File: config.mk
export PLATFORM = sky130hd
export DESIGN_NAME = cusb_dev
export DESIGN_NICKNAME = d
export VERILOG_FILES = /design/src/cusb_pkg.sv /design/src/cusb_desc_rom.sv /design/src/cusb_ep_steer.sv /design/src/cusb_dev.sv
export VERILOG_INCLUDE_DIRS = /design/src
export SDC_FILE = /design/constraint.sdc
export NUM_CORES = 1
export LEC_CHECK = 0
export BUFFER_PORTS_ARGS = -buffer_cell sky130_fd_sc_hd__buf_2
export CAP_MARGIN = 20
export CORE_MARGIN = 4
export CORE_UTILIZATION = 48
export CTS_CLUSTER_SIZE = 25
export DETAILED_ROUTE_END_ITERATION = 8
export GPL_TIMING_DRIVEN = 0
export PLACE_DENSITY_LB_ADDON = 0.12
export SLEW_MARGIN = 20
export SYNTH_ARGS = -nofsm -noshare
export SYNTH_HDL_FRONTEND = slang
export SYNTH_SLANG_ARGS = --single-unit
File: constraint.sdc
create_clock -name REF_CLK -period 4.1 [get_ports REF_CLK]
set_clock_uncertainty 0.15 [all_clocks]
set_input_delay 0.82 -clock REF_CLK [delete_from_list [all_inputs] [get_ports REF_CLK]]
set_output_delay 0.82 -clock REF_CLK [all_outputs]
set_load 0.02 [all_outputs]
File: src/cusb_cfg.svh
// constants of the co-simulation usb device class logic
`ifndef CUSB_CFG_SVH
`define CUSB_CFG_SVH
// interface descriptor
`define CUSB_LEN_IF 8'h09
`define CUSB_DT_IF 8'h04
`define CUSB_CLASS 8'hFF
`define CUSB_SUBCLASS 8'hCD
`define CUSB_PROTO 8'hCD
`define CUSB_IF_BYTES 5'h09
// class-specific descriptor, identifier in bytes 2..18
`define CUSB_LEN_CLS 8'h09
`define CUSB_DT_CLS 8'h04
`define CUSB_CLS_BYTES 5'h13
`define CUSB_UUID_FIRST 5'h02
`define CUSB_UUID_LAST 5'h12
// endpoint descriptors
`define CUSB_LEN_EP 8'h07
`define CUSB_DT_EP 8'h05
`define CUSB_EP_BYTES 5'h07
`define CUSB_EP_REQ 8'h10
`define CUSB_EP_RSP 8'h21
`define CUSB_ATTR_INT 8'h03
`define CUSB_ATTR_ISO 8'h01
`define CUSB_MPS 16'h0400
`define CUSB_IVAL_CTRL 8'h10
`define CUSB_EP_MIN 4'h3
`define CUSB_DIR_IN 8'h80
// setup decode
`define CUSB_GET_DESC 8'h06
`define CUSB_CLS_REQ 8'h01
`define CUSB_RT_STD 2'h0
`define CUSB_RT_CLASS 2'h1
// fixed pipe slots: request and response pipes come first
`define CUSB_FIXED_EPS 2
`endif

File: src/cusb_pkg.sv
// types and shared helpers of the co-simulation usb device class logic
`include "cusb_cfg.svh"
package cusb_pkg;
	typedef enum logic [1:0] {CUSB_IDLE, CUSB_SEND, CUSB_STALL} cusb_ctl_e;
	typedef enum logic [1:0] {CUSB_SEL_IF, CUSB_SEL_CLS, CUSB_SEL_EP} cusb_dsel_e;

	// endpoint address of pipe slot idx; zero for a slot that does not exist
	function automatic logic [7:0] cusb_ep_addr(input logic [7:0] idx, input int nd, input int ni,
		input logic [3:0] base);
		logic [7:0] a;
		a = 8'h00;
		if (idx == 8'h00) begin
			a = `CUSB_EP_REQ;
		end else if (idx == 8'h01) begin
			a = `CUSB_EP_RSP;
		end else if (int'(idx) < nd + `CUSB_FIXED_EPS) begin
			a = {4'h0, base + 4'(int'(idx) - `CUSB_FIXED_EPS)};
		end else if (int'(idx) < nd + ni + `CUSB_FIXED_EPS) begin
			a = `CUSB_DIR_IN | {4'h0, base + 4'(int'(idx) - `CUSB_FIXED_EPS - nd)};
		end
		return a;
	endfunction
endpackage

File: src/cusb_desc_rom.sv
// descriptor byte lookup for interface, class-specific and endpoint descriptors
`timescale 1ns/1ns
module cusb_desc_rom #(
	parameter int NUM_DOUT = 1,
	parameter int NUM_DIN = 1,
	parameter logic [7:0] IF_NUM = 8'h00,
	parameter logic [7:0] ALT_SET = 8'h00,
	parameter logic [7:0] STR_IDX = 8'h00,
	parameter logic [135:0] UUID = 136'h0,
	parameter logic [7:0] DATA_ATTR = 8'h03,
	parameter logic [7:0] DATA_IVAL = 8'h01,
	parameter logic [3:0] EP_BASE = 4'h3
) (
	// selection
	input wire cusb_pkg::cusb_dsel_e sel,
	input wire logic [7:0] ep_idx,
	input wire logic [4:0] offset,
	// answer
	output logic [7:0] byte_o,
	output logic [4:0] len_o,
	output logic idx_ok
);
	import cusb_pkg::*;
	localparam logic [7:0] NUM_EPS = 8'(NUM_DOUT + NUM_DIN + `CUSB_FIXED_EPS);
	// bulk or control would break the class, so anything but isochronous falls back to interrupt
	localparam logic [7:0] DATA_TYPE = (DATA_ATTR == `CUSB_ATTR_ISO) ? `CUSB_ATTR_ISO : `CUSB_ATTR_INT;
	// packet size held as a named word so its two bytes can be sliced
	localparam logic [15:0] MPS = `CUSB_MPS;

	wire fixed_ep = (ep_idx < 8'(`CUSB_FIXED_EPS));
	wire [7:0] ep_addr = cusb_ep_addr(ep_idx, NUM_DOUT, NUM_DIN, EP_BASE);
	wire [135:0] uuid_sh = UUID >> (8 * (int'(`CUSB_UUID_LAST) - int'(offset)));
	wire [7:0] if_byte;
	wire [7:0] cls_byte;
	wire [7:0] ep_byte;
	assign idx_ok = (ep_idx < NUM_EPS);

	// interface descriptor: vendor class 255, subclass and protocol 205
	// interface descriptor bytes
	assign if_byte = (offset == 5'h00) ? `CUSB_LEN_IF :
		(offset == 5'h01) ? `CUSB_DT_IF :
		(offset == 5'h02) ? IF_NUM :
		(offset == 5'h03) ? ALT_SET :
		(offset == 5'h04) ? NUM_EPS :
		(offset == 5'h05) ? `CUSB_CLASS :
		(offset == 5'h06) ? `CUSB_SUBCLASS :
		(offset == 5'h07) ? `CUSB_PROTO : STR_IDX;
	// class descriptor keeps length field 9 though identifier runs to byte 18
	// identifier in class descriptor
	assign cls_byte = (offset == 5'h00) ? `CUSB_LEN_CLS :
		(offset == 5'h01) ? `CUSB_DT_CLS : uuid_sh[7:0];
	// endpoint descriptor: fixed pipes are interrupt, 1024 bytes, interval 16
	// fixed and data pipe endpoints
	assign ep_byte = (offset == 5'h00) ? `CUSB_LEN_EP :
		(offset == 5'h01) ? `CUSB_DT_EP :
		(offset == 5'h02) ? ep_addr :
		(offset == 5'h03) ? (fixed_ep ? `CUSB_ATTR_INT : DATA_TYPE) :
		(offset == 5'h04) ? MPS[7:0] :
		(offset == 5'h05) ? MPS[15:8] :
		(fixed_ep ? `CUSB_IVAL_CTRL : DATA_IVAL);

	// output select
	assign byte_o = (sel == CUSB_SEL_IF) ? if_byte : (sel == CUSB_SEL_CLS) ? cls_byte : ep_byte;
	assign len_o = (sel == CUSB_SEL_IF) ? `CUSB_IF_BYTES : (sel == CUSB_SEL_CLS) ? `CUSB_CLS_BYTES : `CUSB_EP_BYTES;
endmodule

File: src/cusb_ep_steer.sv
// endpoint address decode to pipe slots for both directions
`timescale 1ns/1ns
module cusb_ep_steer #(
	parameter int NUM_DOUT = 1,
	parameter int NUM_DIN = 1,
	parameter logic [3:0] EP_BASE = 4'h3
) (
	// addresses from the device core
	input wire logic [7:0] out_ep,
	input wire logic [7:0] in_ep,
	// one-hot slot hits: bit 0 the fixed pipe, then data pipes
	output logic [NUM_DOUT:0] out_hit,
	output logic [NUM_DIN:0] in_hit
);
	import cusb_pkg::*;
	// request pipe at slot 0, data-out pipes follow
	// request and response pipe address match
	assign out_hit[0] = (out_ep == `CUSB_EP_REQ);
	assign in_hit[0] = (in_ep == `CUSB_EP_RSP);
	genvar k;
	// data pipes compare against the same address helper the descriptors use
	for (k = 0; k < NUM_DOUT; k++) begin : g_out
		assign out_hit[k + 1] = (out_ep == cusb_ep_addr(8'(k + `CUSB_FIXED_EPS), NUM_DOUT, NUM_DIN, EP_BASE));
	end
	for (k = 0; k < NUM_DIN; k++) begin : g_in
		assign in_hit[k + 1] = (in_ep == cusb_ep_addr(8'(k + NUM_DOUT + `CUSB_FIXED_EPS), NUM_DOUT, NUM_DIN,
			EP_BASE));
	end
endmodule

File: src/cusb_dev.sv
// co-simulation usb device class logic behind a usb 2.0 device core
`timescale 1ns/1ns
// Functional notes
// - usb 2.0 link, this end is device
// - control pipe answers standard and class requests
// - request pipe: 0x10, interrupt, 1024, 16
// - response pipe: 0x21, interrupt, 1024, 16
// - data-out pipes take incoming io_data_pdu bytes
// - data-in pipes carry outgoing io_data_pdu bytes
// - pipe counts set by parameters
// - at least one data-in, one data-out
// - one class interface with descriptors
// - interface: 9, 4, 255, 205, 205
// - class descriptor: 9, 4, identifier bytes 2-18
// - data-out endpoint number above 2, out
// - data-in endpoint number above 2, in
// - data endpoints isochronous or interrupt only
module cusb_dev #(
	parameter int NUM_DOUT = 1,
	parameter int NUM_DIN = 1,
	parameter logic [7:0] IF_NUM = 8'h00,
	parameter logic [7:0] ALT_SET = 8'h00,
	parameter logic [7:0] STR_IDX = 8'h00,
	// identifier value is arbitrary
	parameter logic [135:0] UUID = 136'h0102030405060708090A0B0C0D0E0F1011,
	parameter logic [7:0] DATA_ATTR = 8'h03,
	parameter logic [7:0] DATA_IVAL = 8'h01,
	parameter logic [3:0] EP_BASE = 4'h3
) (
	// clock and reset
	input wire logic REF_CLK,
	input wire logic SRST,
	// setup packets from the device core
	input wire logic SETUP_VALID,
	input wire logic [7:0] SETUP_TYPE,
	input wire logic [7:0] SETUP_REQ,
	input wire logic [15:0] SETUP_VALUE,
	input wire logic [15:0] SETUP_INDEX,
	input wire logic [15:0] SETUP_LENGTH,
	// control data stage toward the core
	output logic CTRL_VALID,
	input wire logic CTRL_READY,
	output logic [7:0] CTRL_DATA,
	output logic CTRL_LAST,
	output logic CTRL_STALL,
	// out packet bytes from the core
	input wire logic OUT_VALID,
	output logic OUT_READY,
	input wire logic [7:0] OUT_EP,
	input wire logic [7:0] OUT_DATA,
	input wire logic OUT_LAST,
	// request pdu stream to the slave
	output logic REQ_VALID,
	input wire logic REQ_READY,
	output logic [7:0] REQ_DATA,
	output logic REQ_LAST,
	// io_data_pdu streams to the slave, one valid per pipe, shared data
	output logic [NUM_DOUT-1:0] DOUT_VALID,
	input wire logic [NUM_DOUT-1:0] DOUT_READY,
	output logic [7:0] DOUT_DATA,
	output logic DOUT_LAST,
	// in packet bytes toward the core
	input wire logic [7:0] IN_EP,
	output logic IN_VALID,
	input wire logic IN_READY,
	output logic [7:0] IN_DATA,
	output logic IN_LAST,
	// response and notification pdu stream from the slave
	input wire logic RSP_VALID,
	output logic RSP_READY,
	input wire logic [7:0] RSP_DATA,
	input wire logic RSP_LAST,
	// io_data_pdu streams from the slave, packed eight bits per pipe
	input wire logic [NUM_DIN-1:0] DIN_VALID,
	output logic [NUM_DIN-1:0] DIN_READY,
	input wire logic [NUM_DIN*8-1:0] DIN_DATA,
	input wire logic [NUM_DIN-1:0] DIN_LAST
);
	import cusb_pkg::*;

	// a class without a data pipe in either direction cannot exchange variables
	// pipe count bounds
	if (NUM_DOUT < 1 || NUM_DIN < 1 || int'(EP_BASE) < int'(`CUSB_EP_MIN) ||
		int'(EP_BASE) + NUM_DOUT > 16 || int'(EP_BASE) + NUM_DIN > 16) begin : g_bad_cfg
		$error("pipe configuration out of range");
	end

	// control state
	cusb_ctl_e state_r, state_nxt;
	cusb_dsel_e sel_r, sel_nxt;
	logic [7:0] idx_r, idx_nxt;
	logic [4:0] off_r, off_nxt;
	logic [4:0] cnt_r, cnt_nxt;
	logic [7:0] byte_r;
	wire [7:0] rom_byte;
	wire [4:0] rom_len;
	wire rom_idx_ok;

	// setup decode
	wire rt_in = SETUP_TYPE[7];
	wire [1:0] rt_kind = SETUP_TYPE[6:5];
	wire [7:0] d_type = SETUP_VALUE[15:8];
	wire [7:0] d_index = SETUP_VALUE[7:0];
	wire std_get = rt_in && (rt_kind == `CUSB_RT_STD) && (SETUP_REQ == `CUSB_GET_DESC);
	wire want_if = std_get && (d_type == `CUSB_DT_IF) && (d_index == 8'h00);
	wire want_ep = std_get && (d_type == `CUSB_DT_EP);
	wire want_cls = rt_in && (rt_kind == `CUSB_RT_CLASS) && (SETUP_REQ == `CUSB_CLS_REQ);
	wire ep_ok = want_ep && rom_idx_ok;
	wire setup_ok = want_if || want_cls || ep_ok;
	wire len_short = (SETUP_LENGTH < {11'h000, rom_len});
	wire [4:0] take_len = len_short ? SETUP_LENGTH[4:0] : rom_len;
	wire ctrl_fire = CTRL_VALID && CTRL_READY;
	wire ctrl_end = (off_r == cnt_r - 5'h01);

	// descriptor lookup runs one step ahead so the data byte is a flop
	cusb_desc_rom #(
		.NUM_DOUT(NUM_DOUT),
		.NUM_DIN(NUM_DIN),
		.IF_NUM(IF_NUM),
		.ALT_SET(ALT_SET),
		.STR_IDX(STR_IDX),
		.UUID(UUID),
		.DATA_ATTR(DATA_ATTR),
		.DATA_IVAL(DATA_IVAL),
		.EP_BASE(EP_BASE)
	) u_rom (
		.sel(sel_nxt),
		.ep_idx(idx_nxt),
		.offset(off_nxt),
		.byte_o(rom_byte),
		.len_o(rom_len),
		.idx_ok(rom_idx_ok)
	);

	// control next state; a new setup always aborts the running data stage
	// control pipe sequencing
	always_comb begin
		state_nxt = state_r;
		sel_nxt = sel_r;
		idx_nxt = idx_r;
		off_nxt = off_r;
		cnt_nxt = cnt_r;
		if (SETUP_VALID) begin
			sel_nxt = want_cls ? CUSB_SEL_CLS : want_ep ? CUSB_SEL_EP : CUSB_SEL_IF;
			idx_nxt = d_index;
			off_nxt = 5'h00;
			cnt_nxt = take_len;
			if (!setup_ok) begin
				state_nxt = CUSB_STALL;
			end else if (take_len == 5'h00) begin
				state_nxt = CUSB_IDLE;
			end else begin
				state_nxt = CUSB_SEND;
			end
		end else begin
			case (state_r)
				CUSB_IDLE: begin
					state_nxt = CUSB_IDLE;
				end
				CUSB_SEND: begin
					if (ctrl_fire) begin
						if (ctrl_end) begin
							state_nxt = CUSB_IDLE;
						end else begin
							off_nxt = off_r + 5'h01;
						end
					end
				end
				CUSB_STALL: begin
					state_nxt = CUSB_IDLE;
				end
				default: begin
					state_nxt = CUSB_IDLE;
				end
			endcase
		end
	end

	// control registers
	always_ff @(posedge REF_CLK) begin
		if (SRST) begin
			state_r <= CUSB_IDLE;
			sel_r <= CUSB_SEL_IF;
			idx_r <= 8'h00;
			off_r <= 5'h00;
			cnt_r <= 5'h00;
			byte_r <= 8'h00;
		end else begin
			state_r <= state_nxt;
			sel_r <= sel_nxt;
			idx_r <= idx_nxt;
			off_r <= off_nxt;
			cnt_r <= cnt_nxt;
			byte_r <= rom_byte;
		end
	end

	// control data stage outputs
	// descriptor bytes to the host
	assign CTRL_VALID = (state_r == CUSB_SEND);
	assign CTRL_DATA = byte_r;
	assign CTRL_LAST = CTRL_VALID && ctrl_end;
	assign CTRL_STALL = (state_r == CUSB_STALL);

	// pipe address decode
	wire [NUM_DOUT:0] out_hit;
	wire [NUM_DIN:0] in_hit;
	cusb_ep_steer #(
		.NUM_DOUT(NUM_DOUT),
		.NUM_DIN(NUM_DIN),
		.EP_BASE(EP_BASE)
	) u_steer (
		.out_ep(OUT_EP),
		.in_ep(IN_EP),
		.out_hit(out_hit),
		.in_hit(in_hit)
	);

	// out path: one holding byte; bytes for unknown endpoints are swallowed
	logic ov_r;
	logic [7:0] od_r;
	logic ol_r;
	logic [NUM_DOUT:0] osel_r;
	wire o_sink_rdy = |(osel_r & {DOUT_READY, REQ_READY});
	wire o_free = !ov_r || o_sink_rdy;
	wire o_load = OUT_VALID && o_free && (|out_hit);
	assign OUT_READY = o_free;

	// out holding stage
	// device only answers host traffic
	always_ff @(posedge REF_CLK) begin
		if (SRST) begin
			ov_r <= 1'b0;
			od_r <= 8'h00;
			ol_r <= 1'b0;
			osel_r <= '0;
		end else if (o_free) begin
			ov_r <= o_load;
			od_r <= o_load ? OUT_DATA : od_r;
			ol_r <= o_load ? OUT_LAST : ol_r;
			osel_r <= o_load ? out_hit : osel_r;
		end
	end

	// out sinks share one data bus
	// request and io_data_pdu delivery
	assign REQ_VALID = ov_r && osel_r[0];
	assign REQ_DATA = od_r;
	assign REQ_LAST = ol_r;
	assign DOUT_VALID = ov_r ? osel_r[NUM_DOUT:1] : '0;
	assign DOUT_DATA = od_r;
	assign DOUT_LAST = ol_r;

	// in path: a held byte waits for its own endpoint to be polled again
	logic iv_r;
	logic [7:0] id_r;
	logic il_r;
	logic [7:0] iep_r;
	wire [NUM_DIN:0] src_valid = {DIN_VALID, RSP_VALID};
	wire i_take = IN_VALID && IN_READY;
	wire i_free = !iv_r || i_take;
	wire i_load = i_free && (|(in_hit & src_valid));
	logic [7:0] src_data;
	logic src_last;

	// in source select
	// response and data-in source select
	always_comb begin
		src_data = RSP_DATA;
		src_last = RSP_LAST;
		for (int k = 0; k < NUM_DIN; k++) begin
			if (in_hit[k + 1]) begin
				src_data = DIN_DATA[k*8 +: 8];
				src_last = DIN_LAST[k];
			end
		end
	end

	// in holding stage
	always_ff @(posedge REF_CLK) begin
		if (SRST) begin
			iv_r <= 1'b0;
			id_r <= 8'h00;
			il_r <= 1'b0;
			iep_r <= 8'h00;
		end else if (i_free) begin
			iv_r <= i_load;
			id_r <= i_load ? src_data : id_r;
			il_r <= i_load ? src_last : il_r;
			iep_r <= i_load ? IN_EP : iep_r;
		end
	end

	// in outputs and source back-pressure
	// response and io_data_pdu transmission
	assign IN_VALID = iv_r && (iep_r == IN_EP);
	assign IN_DATA = id_r;
	assign IN_LAST = il_r;
	assign RSP_READY = i_free && in_hit[0];
	assign DIN_READY = i_free ? in_hit[NUM_DIN:1] : '0;
endmodule

==> results.yml <==
global_route:
  antenna_found_initial: 0
  grt_pass1_wl_um: 16300
  grt_pass1_vias: 3491
  track_usage: 0.227
  grt_max_degree: 12
  grt_overflow: 0
worst_setup_path:
  r2r-end: "CTRL_DATA[3]$_SDFF_PP0_"
  critical_path_class: "reg -> reg"
  cp.required_ns: 4.21
  slowest_delay_ns: 0.43
  path_cells: "inv_1 > ha_1 > or3_1 > a311oi_4 > nor2_2 > xor2_1 > nand2b_1 > inv_1 > ha_1 > or2_2 > nor4_1 > a31oi_1 > o22ai_2"
  path_max_fanout: 8
  path_delay_family: "simple AND/OR/NAND/NOR gates"
  cp_slowest_cell: "or3_1"
  reg2reg_depth: 13
  worstPathArrival_ns: 3.99
  end_kind: "flip-flop"
  r2r_start: "cnt_r[0]$_SDFFE_PP0P_"
  rrSetupSlack_ns: 0.22
  cp-start-kind: "flip-flop"
  crit_buf_inv: 2
detailed_routing:
  dr.first_iter.drc_count: 166
  dr.pass1.iters: 5
  dr_total_vias: 3703
  drt-wirelength-per-cell_um: 15.1
  ant_nets: 0
  routed_wirelength_um: 10500
  viasPerCell: 5.33
  drc_errors: 0
clock_tree:
  cts.root.buffer_cell: "clkbuf_8"
  clock_sinks: 60
  cts-buffers-inserted: 9
  clkLatencyLatePin_ns: 0.34
  hold_buffers: 0
  clk_pin_slew_ns: 0.07
  htree_levels: 3
  cts_tree: "built"
  cts.path.max_buffers: 2
min_path:
  min_path_type: "reg -> reg"
  hp-start: "iep_r[4]$_SDFFE_PP0P_"
  hold_path_depth: 1
  holdPathEnd: "iep_r[4]$_SDFFE_PP0P_"
place:
  routabilityCongestion: 0.861
  dp_cells: 678
  port_buffers: 137
  dpl.hpwl_um: 8240
power_and_ir_drop:
  ir_worst_vdd_mv: 0.192
  power_density_mw_per_mm2: 285
  p_total_mw: 1.36
  leakagePower_nw: 2.29
die:
  die_height_um: 96.0
  start_util: 0.504
  dieArea_mm2: 0.00921
  ios: 161
  row_count: 31
  die_x_um: 96.0
  coreArea_mm2: 0.00737
sta:
  fin_crit_sh: 0.946
  tns_ns: 0
  setup_viol: 0
  worst-slew-pin-transition_ns: 0.723
  max_freq_mhz: 258
  finalMaxSlewViolations: 0
  max_slew_margin: 0.504
  fin_crit_ns: 3.88
  hold_violations: 0
synth:
  synthFlopType: "dfxtp_1"
  async_reset_ff_frac: 0
  seq_area_frac_synth: 0.323
  yosysWarnings: 0
  syn-cell-area_mm2: 0.00371
  ys_types: 63
  syn_nets: 577
  avgSynthCellArea_um2: 8.40
  synth_cells: 442
  synthTopCellsByArea: "dfxtp_1, mux2i_1, nor2_1"
  synth_top_cell_area_share: 0.323
  synth_edf_count: 0
  ys_seq_elements: 60
  synth.most_common_cell: "nor2_1"
  synth_common_cells: "nor2_1, dfxtp_1, nand2_1"
  synth_top_cell_by_area: "dfxtp_1"
cells_and_area:
  area_growth_syn_to_layout_pct: 28.9
  fin_cells: 695
  drive_gt1_frac: 0.312
  antenna_cells: 0
  nets: 726
  nFillCells: 672
run:
  maxCapViolCount: 0
outcome:
  status: "finished, final reports clean"
-- report_power, final --
| group | internal, mW | leakage (nW) | total, mW | switching (mW) |
|---|---|---|---|---|
| clock | 0.358 | 0.116 | 0.596 | 0.238 |
| sequential | 0.592 | 0.487 | 0.598 | 0.00561 |
| combinational | 0.0796 | 1.69 | 0.170 | 0.0900 |
| total | 1.03 | 2.29 | 1.36 | 0.333 |
-- area by class of cell --
class | count | area, um2 | area share
multi-input combinational | 343 | 2360 | 0.493
tap | 99 | 124 | 0.0259
buffer | 29 | 146 | 0.0306
clock inverter | 6 | 87.6 | 0.0183
inverter | 10 | 37.5 | 0.00784
clock buffer | 10 | 138 | 0.0288
timing repair buffer | 138 | 693 | 0.145
sequential | 60 | 1200 | 0.251
-- stage by stage --
stage          utilization  instance area (um2)  worst slack [ns]  hold slack [ns]
6_report             0.649                 4790             0.221            0.337
5_1_grt              0.649                 4790           -0.0458            0.356
4_1_cts              0.644                 4750             0.117            0.341
3_5_place_dp         0.614                 4520            -0.203            0.327
3_3_place_gp         0.614                 4520            -0.123            0.318
2_1_floorplan            -                 3710             0.532            0.302
-- worst register-to-register path: cells and delay by family, from the launching register on --
kind	cells	cell delay [ns]
AO/OA/AOI/OAI	3	0.81
flip-flops	1	0.39
AND/OR/NAND/NOR	5	1.53
adder cells (fa/ha/maj)	2	0.55
buffers and inverters	2	0.20
XOR/XNOR	1	0.16
-- state kept, by name, summed over array words and instances (netlist names) --
signal     cells
cnt_r          5
iv_r           1
idx_r          8
IN_LAST        1
DOUT_DATA      8
IN_DATA        8
CTRL_DATA      8
state_r        2
off_r          5
osel_r         2
iep_r          8
sel_r          2
DOUT_LAST      1
ov_r           1
-- routing by layer --
layer	global-route usage	vias up	wire, um
met4	0.0521	0	112
met5	0	-	0
met1	0.284	1693	4390
met3	0.0625	19	753
li1	-	1863	-
met2	0.387	128	5240
-- worst max path at each step --
| stage | startpoint | end | cells past startpoint |
|---|---|---|---|
| global placement | SETUP_VALID | CTRL_DATA[4]$_SDFF_PP0_ | 12 |
| detailed placement | SETUP_VALID | CTRL_DATA[4]$_SDFF_PP0_ | 12 |
| CTS | cnt_r[0]$_SDFFE_PP0P_ | CTRL_DATA[4]$_SDFF_PP0_ | 15 |
| finish | cnt_r[0]$_SDFFE_PP0P_ | CTRL_DATA[3]$_SDFF_PP0_ | 13 |
| floorplan | SETUP_REQ[5] | state_r[0]$_SDFFE_PP0P_ | 16 |
| global route | cnt_r[0]$_SDFFE_PP0P_ | CTRL_DATA[3]$_SDFF_PP0_ | 14 |
-- cells in the final DEF (no fill, tap or decap), drive strengths merged, types with 3 or more instances in the layout --
cell type,n
dfxtp,60
nor4,11
a21oi,15
mux2,4
clkbuf,25
xor2,4
nor4b,3
buf,152
nor3b,8
a31oi,3
o22ai,3
clkinv,4
and3,4
a211oi,13
o21ai,11
inv,10
nand2,32
nand2b,4
nor2b,15
mux2i,31
ha,18
nor2,68
or2,4
nand3,4
or4,5
and2,9
nand4,5
nor3,8
or3,5
xnor2,20
-- what timing repair did --
item / CTS / global route
gates resized for setup: 0 / 7
setup endpoints to repair: 0 / 9
buffers inserted: 0 / 1
-- logic make-up after synthesis --
family                   count (synthesis)  synth area share
XOR/XNOR                                24            0.0566
multiplexers                            35            0.0991
AO/OA/AOI/OAI                           75             0.148
flip-flops                              60             0.323
AND/OR/NAND/NOR                        191             0.263
buffers and inverters                   39            0.0492
adder cells (fa/ha/maj)                 18            0.0606
(Power assumes the default switching activity.)
